==> config.mk <==
export PLATFORM = sky130hd
export DESIGN_NAME = rtwa_top
export DESIGN_NICKNAME = d
export VERILOG_FILES = /design/src/hdl/rtwa_pkg.sv /design/src/hdl/rtwa_fp_if.sv /design/src/hdl/rtwa_fp_add.sv /design/src/hdl/rtwa_fp_mul.sv /design/src/hdl/rtwa_top.sv
export SDC_FILE = /design/constraint.sdc
export NUM_CORES = 2
export LEC_CHECK = 0
export BUFFER_PORTS_ARGS = -buffer_cell sky130_fd_sc_hd__clkbuf_2
export CORE_MARGIN = 3
export CORE_UTILIZATION = 70
export DETAILED_ROUTE_END_ITERATION = 6
export PLACE_DENSITY = 0.88
export SETUP_SLACK_MARGIN = 0.2
export SLEW_MARGIN = 40
export SYNTH_ARGS = -nofsm -noshare
export SYNTH_HDL_FRONTEND = slang
export SYNTH_HIERARCHICAL = 1
export SYNTH_SLANG_ARGS = --single-unit
==> constraint.sdc <==
create_clock -name clk -period 143.9 [get_ports clk]
set_input_delay 28.78 -clock clk [delete_from_list [all_inputs] [get_ports clk]]
set_output_delay 28.78 -clock clk [all_outputs]
set_load 0.01 [all_outputs]
==> src/hdl/rtwa_pkg.sv <==
// Constants, register map and field layout of the rate totalizer
package rtwa_pkg;
  localparam logic [7:0]  OFF_CTRL       = 8'h00;
  localparam logic [7:0]  OFF_DEC        = 8'h04;
  localparam logic [7:0]  OFF_THRESH     = 8'h08;
  localparam logic [7:0]  OFF_TOTAL      = 8'h0C;
  localparam logic [7:0]  OFF_STATUS     = 8'h10;
  localparam logic [7:0]  OFF_IRQ_STAT   = 8'h14;
  localparam logic [7:0]  OFF_IRQ_MASK   = 8'h18;

  localparam int          CTRL_RUN_BIT    = 0;
  localparam int          CTRL_FREEZE_BIT = 1;
  localparam int          CTRL_CLEAR_BIT  = 2;
  localparam int          STAT_ALARM_BIT  = 0;
  localparam int          STAT_ACTIVE_BIT = 1;
  localparam int          STAT_GOOD_BIT   = 2;
  localparam int          IRQ_ALARM_BIT   = 0;
  localparam int          IRQ_SAT_BIT     = 1;

  localparam logic [2:0]  CTRL_RESET     = 3'h0;
  localparam logic [2:0]  DEC_RESET      = 3'h0;
  localparam logic [2:0]  DEC_MAX        = 3'h4;
  localparam logic [31:0] THRESH_RESET   = 32'h0000_0000;
  localparam logic [31:0] TOTAL_RESET    = 32'h0000_0000;
  localparam logic [1:0]  IRQ_RESET      = 2'h0;

  // Largest finite single-precision magnitude, sign excluded
  localparam logic [30:0] FP_MAX_MAG     = 31'h7F7F_FFFF;
  localparam logic [9:0]  FP_BIAS        = 10'h07F;
  localparam logic [9:0]  FP_EXP_TOP     = 10'h0FF;

  localparam int          CLK_PERIOD_NS  = 50;
  localparam int          TICK_PERIOD_NS = 1000000;
  localparam int          TICK_CYCLES    = TICK_PERIOD_NS / CLK_PERIOD_NS;
  // Tick period in seconds, 0.001 as single precision
  localparam logic [31:0] TICK_PERIOD_FP = 32'h3A83_126F;
endpackage

==> src/hdl/rtwa_fp_if.sv <==
// Operand and result bundle of one single-precision operator
`timescale 1ns/1ns
interface rtwa_fp_if;
  logic [31:0] a;
  logic [31:0] b;
  logic [31:0] y;
  logic        sat;
  modport user (output a, output b, input y, input sat);
  modport op   (input a, input b, output y, output sat);
endinterface // rtwa_fp_if

==> src/hdl/rtwa_fp_add.sv <==
// Single-precision adder, truncating, saturating, denormals as zero
`timescale 1ns/1ns
module rtwa_fp_add (
  rtwa_fp_if.op p
);
  typedef struct packed {
    logic [31:0] y;
    logic        sat;
  } rtwa_add_s;

  rtwa_add_s r;

  always_comb begin
    logic [31:0] big;
    logic [31:0] sml;
    logic [23:0] mb;
    logic [23:0] ms;
    logic [7:0]  diff;
    logic [24:0] s;
    logic [9:0]  e;
    big  = p.a;
    sml  = p.b;
    mb   = 24'h00_0000;
    ms   = 24'h00_0000;
    diff = 8'h00;
    s    = 25'h000_0000;
    e    = 10'h000;
    r    = '0;
    if (p.b[30:0] > p.a[30:0]) begin
      big = p.b;
      sml = p.a;
    end
    if (big[30:23] != 8'h00) begin
      mb   = {1'b1, big[22:0]};
      e    = {2'b00, big[30:23]};
      diff = big[30:23] - sml[30:23];
      // Small addends drop out below the total's resolution
      if (sml[30:23] != 8'h00 && diff < 8'd24) begin
        ms = {1'b1, sml[22:0]} >> diff;
      end
      if (big[31] == sml[31]) begin
        s = {1'b0, mb} + {1'b0, ms};
      end else begin
        s = {1'b0, mb} - {1'b0, ms};
      end
      if (s[24]) begin
        s = s >> 1;
        e = e + 10'h001;
      end
      for (int i = 0; i < 24; i++) begin
        if (!s[23] && e != 10'h000) begin
          s = s << 1;
          e = e - 10'h001;
        end
      end
      if (e >= rtwa_pkg::FP_EXP_TOP) begin
        r.y   = {big[31], rtwa_pkg::FP_MAX_MAG};
        r.sat = 1'b1;
      end else if (s[23] && e != 10'h000) begin
        r.y   = {big[31], e[7:0], s[22:0]};
        r.sat = {e[7:0], s[22:0]} == rtwa_pkg::FP_MAX_MAG;
      end
    end
  end

  assign p.y   = r.y;
  assign p.sat = r.sat;
endmodule // rtwa_fp_add

==> src/hdl/rtwa_fp_mul.sv <==
// Single-precision multiplier, truncating, saturating, denormals as zero
`timescale 1ns/1ns
module rtwa_fp_mul (
  rtwa_fp_if.op p
);
  typedef struct packed {
    logic [31:0] y;
    logic        sat;
  } rtwa_mul_s;

  rtwa_mul_s r;

  always_comb begin
    logic [47:0] prod;
    logic [9:0]  e;
    logic [22:0] frac;
    logic        sgn;
    prod = 48'h0000_0000_0000;
    e    = 10'h000;
    frac = 23'h00_0000;
    sgn  = p.a[31] ^ p.b[31];
    r    = '0;
    if (p.a[30:23] != 8'h00 && p.b[30:23] != 8'h00) begin
      prod = {1'b1, p.a[22:0]} * {1'b1, p.b[22:0]};
      e    = {2'b00, p.a[30:23]} + {2'b00, p.b[30:23]} - rtwa_pkg::FP_BIAS;
      if (prod[47]) begin
        frac = prod[46:24];
        e    = e + 10'h001;
      end else begin
        frac = prod[45:23];
      end
      if (!e[9] && e >= rtwa_pkg::FP_EXP_TOP) begin
        r.y   = {sgn, rtwa_pkg::FP_MAX_MAG};
        r.sat = 1'b1;
      end else if (!e[9] && e != 10'h000) begin
        r.y = {sgn, e[7:0], frac};
      end
    end
  end

  assign p.y   = r.y;
  assign p.sat = r.sat;
endmodule // rtwa_fp_mul

==> src/hdl/rtwa_top.sv <==
// Rate totalizer with threshold alarm, APB register slave and interrupt
//
// Local design decisions: the APB register port and the address map.
`timescale 1ns/1ns

////////////////////////////////////////////////////////////////////////////////
// Contract
// Positive threshold: alarm while total is strictly above it.
// Negative threshold: alarm while total is strictly below it.
// Threshold of zero disables the alarm entirely.
// Reset, run removal or a threshold write clears the alarm.
// Total saturates at the largest finite single-precision values.
// Bad input status stops accumulation; total stays put.
// Decimal places select 0 to 4, reset value 0.
// Integrate only with run on and freeze off.
// Freeze holds the total at its present value.
// Run 1 requests totalizing, 0 stops it; default 0.
// Alarm is a read-only bit, 0 off, 1 on.
// Increments below the total's resolution may be lost.
// While running, integrate continuously and test the alarm continuously.
// While frozen, keep testing the alarm against the held total.
// Totalizer reset zeroes the total and clears the alarm.
// Each tick adds input times tick period in single precision.
module rtwa_top #(
  parameter int TICK_CYCLES = rtwa_pkg::TICK_CYCLES
) (
  input  wire logic        clk,
  input  wire logic        rst,
  input  wire logic        psel,
  input  wire logic        penable,
  input  wire logic        pwrite,
  input  wire logic [7:0]  paddr,
  input  wire logic [31:0] pwdata,
  output logic      [31:0] prdata,
  output logic             pready,
  output logic             pslverr,
  input  wire logic [31:0] rate_value,
  input  wire logic        rate_good,
  input  wire logic        run_in,
  input  wire logic        freeze_control,
  input  wire logic        clear_in,
  output logic      [31:0] total_value,
  output logic             alarm_flag,
  output logic      [2:0]  decimal_places_select,
  output logic             irq
);

  //////////////////////////////////////////////////////////////////////////////
  // State

  typedef struct packed {
    logic [31:0] total;
    logic        alarm;
    logic [2:0]  ctrl;
    logic [2:0]  dec;
    logic [31:0] thresh;
    logic [15:0] tick_cnt;
    logic        tick;
    logic        pready;
    logic [31:0] prdata;
    logic        pslverr;
    logic [1:0]  irq_stat;
    logic [1:0]  irq_mask;
    logic        irq;
  } rtwa_state_s;

  rtwa_state_s s;
  rtwa_state_s next_s;

  //////////////////////////////////////////////////////////////////////////////
  // Arithmetic

  rtwa_fp_if mul_bus ();
  rtwa_fp_if add_bus ();

  rtwa_fp_mul u_mul (
    .p (mul_bus.op)
  );

  rtwa_fp_add u_add (
    .p (add_bus.op)
  );

  // Input times tick period, then added onto the total
  assign mul_bus.a = rate_value;
  assign mul_bus.b = rtwa_pkg::TICK_PERIOD_FP;
  assign add_bus.a = s.total;
  assign add_bus.b = mul_bus.y;

  //////////////////////////////////////////////////////////////////////////////
  // Helpers

  // Maps a float onto an unsigned key with the same ordering
  function automatic logic [31:0] rtwa_order_key(input logic [31:0] f);
    logic [31:0] k;
    k = f[31] ? ~f : {1'b1, f[30:0]};
    return k;
  endfunction

  logic run_eff;
  logic freeze_eff;
  logic clear_eff;
  logic active;
  logic accumulate;
  logic thresh_zero;
  logic alarm_cond;
  logic apb_access;
  logic apb_done;
  logic wr_done;
  logic addr_hit;
  logic thresh_wr;
  logic sat_event;
  logic [31:0] rd_mux;
  logic [31:0] key_total;
  logic [31:0] key_thresh;

  // Wired controls and register controls act alike
  assign run_eff    = run_in | s.ctrl[rtwa_pkg::CTRL_RUN_BIT];
  assign freeze_eff = freeze_control | s.ctrl[rtwa_pkg::CTRL_FREEZE_BIT];
  assign clear_eff  = clear_in | s.ctrl[rtwa_pkg::CTRL_CLEAR_BIT];
  assign active     = run_eff & ~freeze_eff & ~clear_eff;
  assign accumulate = active & s.tick & rate_good;

  assign key_total   = rtwa_order_key(s.total);
  assign key_thresh  = rtwa_order_key(s.thresh);
  // Negative zero counts as zero too
  assign thresh_zero = s.thresh[30:0] == 31'h0000_0000;
  always_comb begin
    if (thresh_zero) begin
      alarm_cond = 1'b0;
    end else if (!s.thresh[31]) begin
      alarm_cond = key_total > key_thresh;
    end else begin
      alarm_cond = key_total < key_thresh;
    end
  end

  assign apb_access = psel & penable;
  assign apb_done   = apb_access & s.pready;
  assign wr_done    = apb_done & pwrite;
  assign thresh_wr  = wr_done & (paddr == rtwa_pkg::OFF_THRESH);
  assign sat_event  = accumulate & add_bus.sat;

  always_comb begin
    addr_hit = 1'b1;
    rd_mux   = 32'h0000_0000;
    unique case (paddr)
      rtwa_pkg::OFF_CTRL: begin
        rd_mux[2:0] = s.ctrl;
      end
      rtwa_pkg::OFF_DEC: begin
        rd_mux[2:0] = s.dec;
      end
      rtwa_pkg::OFF_THRESH: begin
        rd_mux = s.thresh;
      end
      rtwa_pkg::OFF_TOTAL: begin
        rd_mux = s.total;
      end
      rtwa_pkg::OFF_STATUS: begin
        rd_mux[rtwa_pkg::STAT_ALARM_BIT]  = s.alarm;
        rd_mux[rtwa_pkg::STAT_ACTIVE_BIT] = active;
        rd_mux[rtwa_pkg::STAT_GOOD_BIT]   = rate_good;
      end
      rtwa_pkg::OFF_IRQ_STAT: begin
        rd_mux[1:0] = s.irq_stat;
      end
      rtwa_pkg::OFF_IRQ_MASK: begin
        rd_mux[1:0] = s.irq_mask;
      end
      default: begin
        addr_hit = 1'b0;
      end
    endcase
  end

  //////////////////////////////////////////////////////////////////////////////
  // Next state

  always_comb begin
    next_s = s;

    // Free-running tick every TICK_CYCLES cycles; a value of 1 ticks every cycle
    next_s.tick = 1'b0;
    if (s.tick_cnt == 16'(TICK_CYCLES - 1)) begin
      next_s.tick_cnt = 16'h0000;
      next_s.tick     = 1'b1;
    end else begin
      next_s.tick_cnt = s.tick_cnt + 16'h0001;
    end

    // Total
    if (clear_eff) begin
      next_s.total = rtwa_pkg::TOTAL_RESET;
    end else if (accumulate) begin
      next_s.total = add_bus.y;
    end

    // Alarm follows the held total while frozen, drops on any clearing event
    if (clear_eff || !run_eff || thresh_wr) begin
      next_s.alarm = 1'b0;
    end else begin
      next_s.alarm = alarm_cond;
    end

    // APB: one wait state, so read data can come from a flop
    next_s.pready  = apb_access & ~s.pready;
    next_s.pslverr = 1'b0;
    if (apb_access && !s.pready) begin
      next_s.prdata  = pwrite ? 32'h0000_0000 : rd_mux;
      next_s.pslverr = ~addr_hit;
    end

    if (wr_done) begin
      unique case (paddr)
        rtwa_pkg::OFF_CTRL: begin
          next_s.ctrl = pwdata[2:0];
        end
        rtwa_pkg::OFF_DEC: begin
          // Out-of-range codes leave the setting unchanged
          if (pwdata[31:0] <= {29'h0000_0000, rtwa_pkg::DEC_MAX}) begin
            next_s.dec = pwdata[2:0];
          end
        end
        rtwa_pkg::OFF_THRESH: begin
          next_s.thresh = pwdata;
        end
        rtwa_pkg::OFF_IRQ_MASK: begin
          next_s.irq_mask = pwdata[1:0];
        end
        default: begin
          next_s.ctrl = s.ctrl;
        end
      endcase
    end

    // Sticky events; a new event wins over a write-one clear
    if (wr_done && paddr == rtwa_pkg::OFF_IRQ_STAT) begin
      next_s.irq_stat = s.irq_stat & ~pwdata[1:0];
    end
    if (next_s.alarm && !s.alarm) begin
      next_s.irq_stat[rtwa_pkg::IRQ_ALARM_BIT] = 1'b1;
    end
    if (sat_event) begin
      next_s.irq_stat[rtwa_pkg::IRQ_SAT_BIT] = 1'b1;
    end
    next_s.irq = |(next_s.irq_stat & next_s.irq_mask);
  end

  //////////////////////////////////////////////////////////////////////////////
  // Registers

  always_ff @(posedge clk) begin
    if (rst) begin
      s          <= '0;
      s.total    <= rtwa_pkg::TOTAL_RESET;
      s.ctrl     <= rtwa_pkg::CTRL_RESET;
      s.dec      <= rtwa_pkg::DEC_RESET;
      s.thresh   <= rtwa_pkg::THRESH_RESET;
      s.irq_stat <= rtwa_pkg::IRQ_RESET;
      s.irq_mask <= rtwa_pkg::IRQ_RESET;
    end else begin
      s <= next_s;
    end
  end

  assign prdata                = s.prdata;
  assign pready                = s.pready;
  assign pslverr               = s.pslverr;
  assign total_value           = s.total;
  assign alarm_flag            = s.alarm;
  assign decimal_places_select = s.dec;
  assign irq                   = s.irq;

endmodule // rtwa_top

# Word level (Yosys, flattened, before mapping)
# Index checks and enable logic that the tools add are counted.
[classes]
n_addsub = 32
mul = 1
n_lt_le_gt_ge = 7
eq_ne = 9
n_shift = 1
n_mux = 132
bitwise = 23
reduce_logical = 100
[op_table]
columns = ["op", "n"]
rows = [
  ["two-way mux 24 bit", 52],
  ["two-way mux 10 bit", 52],
  ["nonzero test 10 bit", 26],
  ["subtractor 10 x 1 -> 10 bit (second input constant)", 24],
  ["two-way mux 32 bit", 7],
  ["two-way mux 33 bit", 4],
  ["NOT 32 bit", 2],
  ["case mux 29 bit (2 select lines)", 1],
  ["two-way mux 25 bit", 2],
  ["multiplier 24 x 24 -> 48 bit (second input constant)", 1],
  ["greater-than comparator 32 bit", 1],
  ["less-or-equal comparator 32 x 3 -> 1 bit (second input constant)", 1],
  ["< comparator 32 bit", 1],
  ["== test 31 bit (second input constant)", 1],
  ["greater-than comparator 31 bit", 1],
  ["logical AND 1 bit", 31],
  ["zero test 31 bit", 1],
  ["zero test 1 bit", 28],
  ["adder 24 x 24 -> 25 bit", 1],
  ["subtractor 24 x 24 -> 25 bit", 1],
  ["== test 8 x 5 -> 1 bit (second input constant)", 3],
  ["nonzero test 8 bit", 3],
  [">> shifter 24 x 8 -> 24 bit", 1],
  ["two-way mux 23 bit", 1],
  ["other kinds (27)", 59],
]
[totals]
ff_bits = 127
inputBits = 81
out_inout_bits = 71
word_cells = 318

# Depth between registers and ports, before layout
[depth]
ltp_word = 127
depth_mapped = 208

# Modules after synthesis
# Netlist, hierarchy kept.
[by_module_without_submodules]
columns = ["module", "n_inst", "cells_per_inst", "area_per_inst_um2"]
rows = [
  ["rtwa_fp_add", 1, 3396, 21456.8],
  ["rtwa_fp_mul", 1, 2277, 19670.1],
  ["rtwa_top", 1, 837, 6889.1],
]

# Worst setup path after synthesis
# OpenSTA, ideal clock, no wires.
[synth_timing]
kind = "input to register"
start = "input port rate_value[11]"
end = "register s, in the netlist irq"
setup_time_ps = 74
arrival_time_ps = 71679
slack_ps = 72146
path_stages = 195
cell_sequence = "clkbuf_1 > nand2_1 > fa_1 > inv_1 > fa_1 > inv_1 > fa_1 > inv_1 > fa_1 > inv_1 > fa_1 > inv_1 > fa_1 > inv_1 > fa_1 > inv_1 > ha_1 > and3_1 > [159 not listed] > clkbuf_1 > or4_1 > a211o_1 > or4_4 > o211ai_2 > nor4b_2 > nor3b_4 > nor2_2 > a2111o_1 > a21o_1 > a2111oi_4 > o21ai_1 > buf_2 > o21ai_1 > a22oi_1 > nor3_1 > a21oi_1 > o21ai_0"
[synth_between]
elab_chain_len = 125
elab_cells_between_ends = 236
[synth_lines]
columns = ["item", "line_no", "rtl"]
rows = [
  ["from (decl)", "rtwa_top.sv:37", "input wire logic [31:0] rate_value,"],
  ["multiplier 24 x 24 -> 48 bit *", "rtwa_fp_mul.sv:24", "prod = {1'b1, p.a[22:0]} * {1'b1, p.b[22:0]};"],
  ["parallel branches: the longest is 5 deep, another holds greater-or-equal comparator 10 x 8 -> 1 bit", "n/a", ""],
  ["two-way mux 32 bit *", "rtwa_fp_mul.sv:32", "if (!e[9] && e >= rtwa_pkg::FP_EXP_TOP) begin"],
  ["two-way mux 33 bit *", "rtwa_fp_mul.sv:23", "if (p.a[30:23] != 8'h00 && p.b[30:23] != 8'h00) begin"],
  ["net add_bus.b[21]", "rtwa_fp_if.sv:5", "logic [31:0] b;"],
  ["parallel branches: the longest is 112 deep, another holds greater-than comparator 31 bit", "n/a", ""],
  ["two-way mux 33 bit *", "rtwa_fp_add.sv:33", "if (big[30:23] != 8'h00) begin"],
  ["net add_bus.sat", "rtwa_fp_if.sv:7", "logic sat;"],
  ["AND 1 bit *", "rtwa_top.sv:142", "assign sat_event = accumulate & add_bus.sat;"],
  ["two-way mux 1 bit *", "rtwa_top.sv:244", "if (sat_event) begin"],
  ["AND 2 bit *", "rtwa_top.sv:247", "next_s.irq = |(next_s.irq_stat & next_s.irq_mask);"],
  ["OR reduction 2 bit *", "rtwa_top.sv:247", ""],
  ["to (signal assigned)", "rtwa_top.sv:263", "s <= next_s;"],
  ["to (decl)", "rtwa_top.sv:67", "rtwa_state_s s;"],
]
# Mark *: on every way through the listed nets, which the timed path passes. The select of a mux whose other input is x is not followed.
# A chain may end at the register's enable or synchronous reset.

# Final worst setup path
[layout_timing]
start = "input port rate_value[22]"
end = "register s, in the netlist irq"
# Same word-level chain as after synthesis.

==> flow_metrics.tcl <==
set metrics [dict create \
    critical_path.slowest_cell "o31ai_1" \
    slowest_delay_ns 0.71 \
    n_antenna_cell 0 \
    ant_nets 0 \
    vias 49000 \
    antenna_found_initial 1 \
    grt_pass1_vias 46400 \
    fin_ws_ns 63.75 \
    slew-limit-headroom_pct 41.1 \
    status "finished, violations left" \
    cp-start-kind "input pin" \
    reg2reg_to "irq" \
    setup_violations 0 \
    cap_violations 0 \
    synth_cells 6509 \
    cp.arrival_ns 80.46 \
    post-route-drc-count 2 \
    viasPerCell 6.62 \
    multi_input_area_um2 41900 \
    hpwl_um 126000 \
    timing.setup.tns_ns 0 \
    synth_area_um2 48000 \
    clockBufferDepth 2 \
    rr_worst_depth 154 \
    gr-total-overflow 0 \
    path_common_cell "ha_1" \
    hp-class "flip-flop to flip-flop" \
    dr.first_iter.drc_count 5759 \
    firstDrtPassIters 7 \
    cts_tree "yes" \
    io_buffer_count 151 \
    die-height_um 268 \
    post_cts_buffers 0 \
    htreeDepth 4 \
    cts-root-buf "clkbuf_16" \
    drv_slew 0 \
    period_share_pct 55.7 \
    final_common_cell "nand2_1" \
    finClkSkew_ns 0.0141 \
    clock_latency_ns 0.45 \
    initial_utilization_pct 71.1 \
    pin_count 152 \
    failed_checks "design-rule violations" \
    holdPathEnd "s[40]" \
    whs_path_depth 1 \
    layout_common_cells "nand2_1, inv_1, nor2_1, fa_1, a21oi_1" \
    gp_congestion 1.04 \
    grt_pass1_wl_um 248000 \
    post-route-min-period_ns 80.15 \
    die_w_um 268 \
    place_ws_ns 64.68 \
    ys_warn_count 6 \
    core-area_um2 67500 \
    r2r_start "total_value[23]" \
    clk_pin_slew_worst_paths_ns 0.06 \
    crit_path_max_fanout 79 \
    max_freq_mhz 12.5 \
    hold_violations 0 \
    cts-resized-gates 0 \
    cp.required_ns 144.21 \
    track_usage_pct 43.0 \
    critPathKind "input pin to flip-flop" \
    die-area_um2 71800 \
    end_kind "flip-flop" \
    avgRoutedWirePerCell_um 21.4 \
    seqCellArea_um2 2550 \
    cts_buffers 17 \
    rows 95 \
    final.fill_count 5358 \
    wl_um 158000 \
    ctsHoldBuffers 0 \
    grt_start_max_net_pins 80 \
    cts_sinks 127 \
    area_growth_syn_to_layout_pct 3.94 \
    hold_start "s[40]" \
    tightest_slew_ns 0.883 \
    reg2reg_slack_ns 99.83 \
    drive_gt1_share_pct 8.10 \
    rsz0062_at_grt "no" \
    syn-mean-instance-area_um2 7.38 \
    layout.nets 7367 \
]
## worst max path at each step
stage	start	to	slack [ns]	cells after the start
2_1_floorplan	rate_value[11]	irq	72.16	195
3_3_place_gp	rate_value[11]	irq	65.92	178
3_5_place_dp	rate_value[11]	irq	64.68	177
4_1_cts	rate_value[11]	irq	64.98	176
5_1_grt	rate_value[11]	irq	60.37	177
6_report	rate_value[22]	irq	63.75	176
## routing by layer
metal	track usage, %	routed length, um	up-vias
met5	0	0	-
met4	24.0	10600	0
met3	8.39	16100	670
met2	69.8	71700	2949
met1	54.0	59900	23200
li1	-	-	22200
## per-stage QoR
| stage | hold WS, ns | instance area (um2) | util, % | std cells |
|---|---|---|---|---|
| 3_5_place_dp | 0.438 | 49300 | 73.0 | 7370 |
| 5_1_grt | 0.468 | 49900 | 73.9 | 7402 |
| 2_1_floorplan | 0.418 | 48600 | - | 6659 |
| 4_1_cts | 0.454 | 49900 | 73.9 | 7402 |
| 3_3_place_gp | 0.432 | 49200 | 72.9 | 7367 |
| 6_report | 0.459 | 49900 | 73.9 | 7402 |
## layout make-up
class	count	area share [%]
clock inverters	13	0.258
repair buffers	224	2.64
well taps	873	2.19
clock buffers	19	0.888
multi-input cells	5477	83.9
inverters	669	5.04
flip-flops and latches	127	5.10
## worst max-delay path, delay by kind of cell
kind | cells | cell delay, ns
compound gates | 62 | 18.38
simple gates | 62 | 17.94
fa+ha+maj | 22 | 8.11
buf+inv | 21 | 3.81
mux | 4 | 1.65
xor+xnor | 5 | 1.60
## state kept, by name, summed over array words and instances, names as in the netlist
signal                 cells
alarm_flag                 1
decimal_places_select      3
irq                        1
prdata                    32
pready                     1
pslverr                    1
s                         56
total_value               32
Power is not shown: default switching activity piles up to over one toggle a cycle in this logic, so the estimate is an artifact.
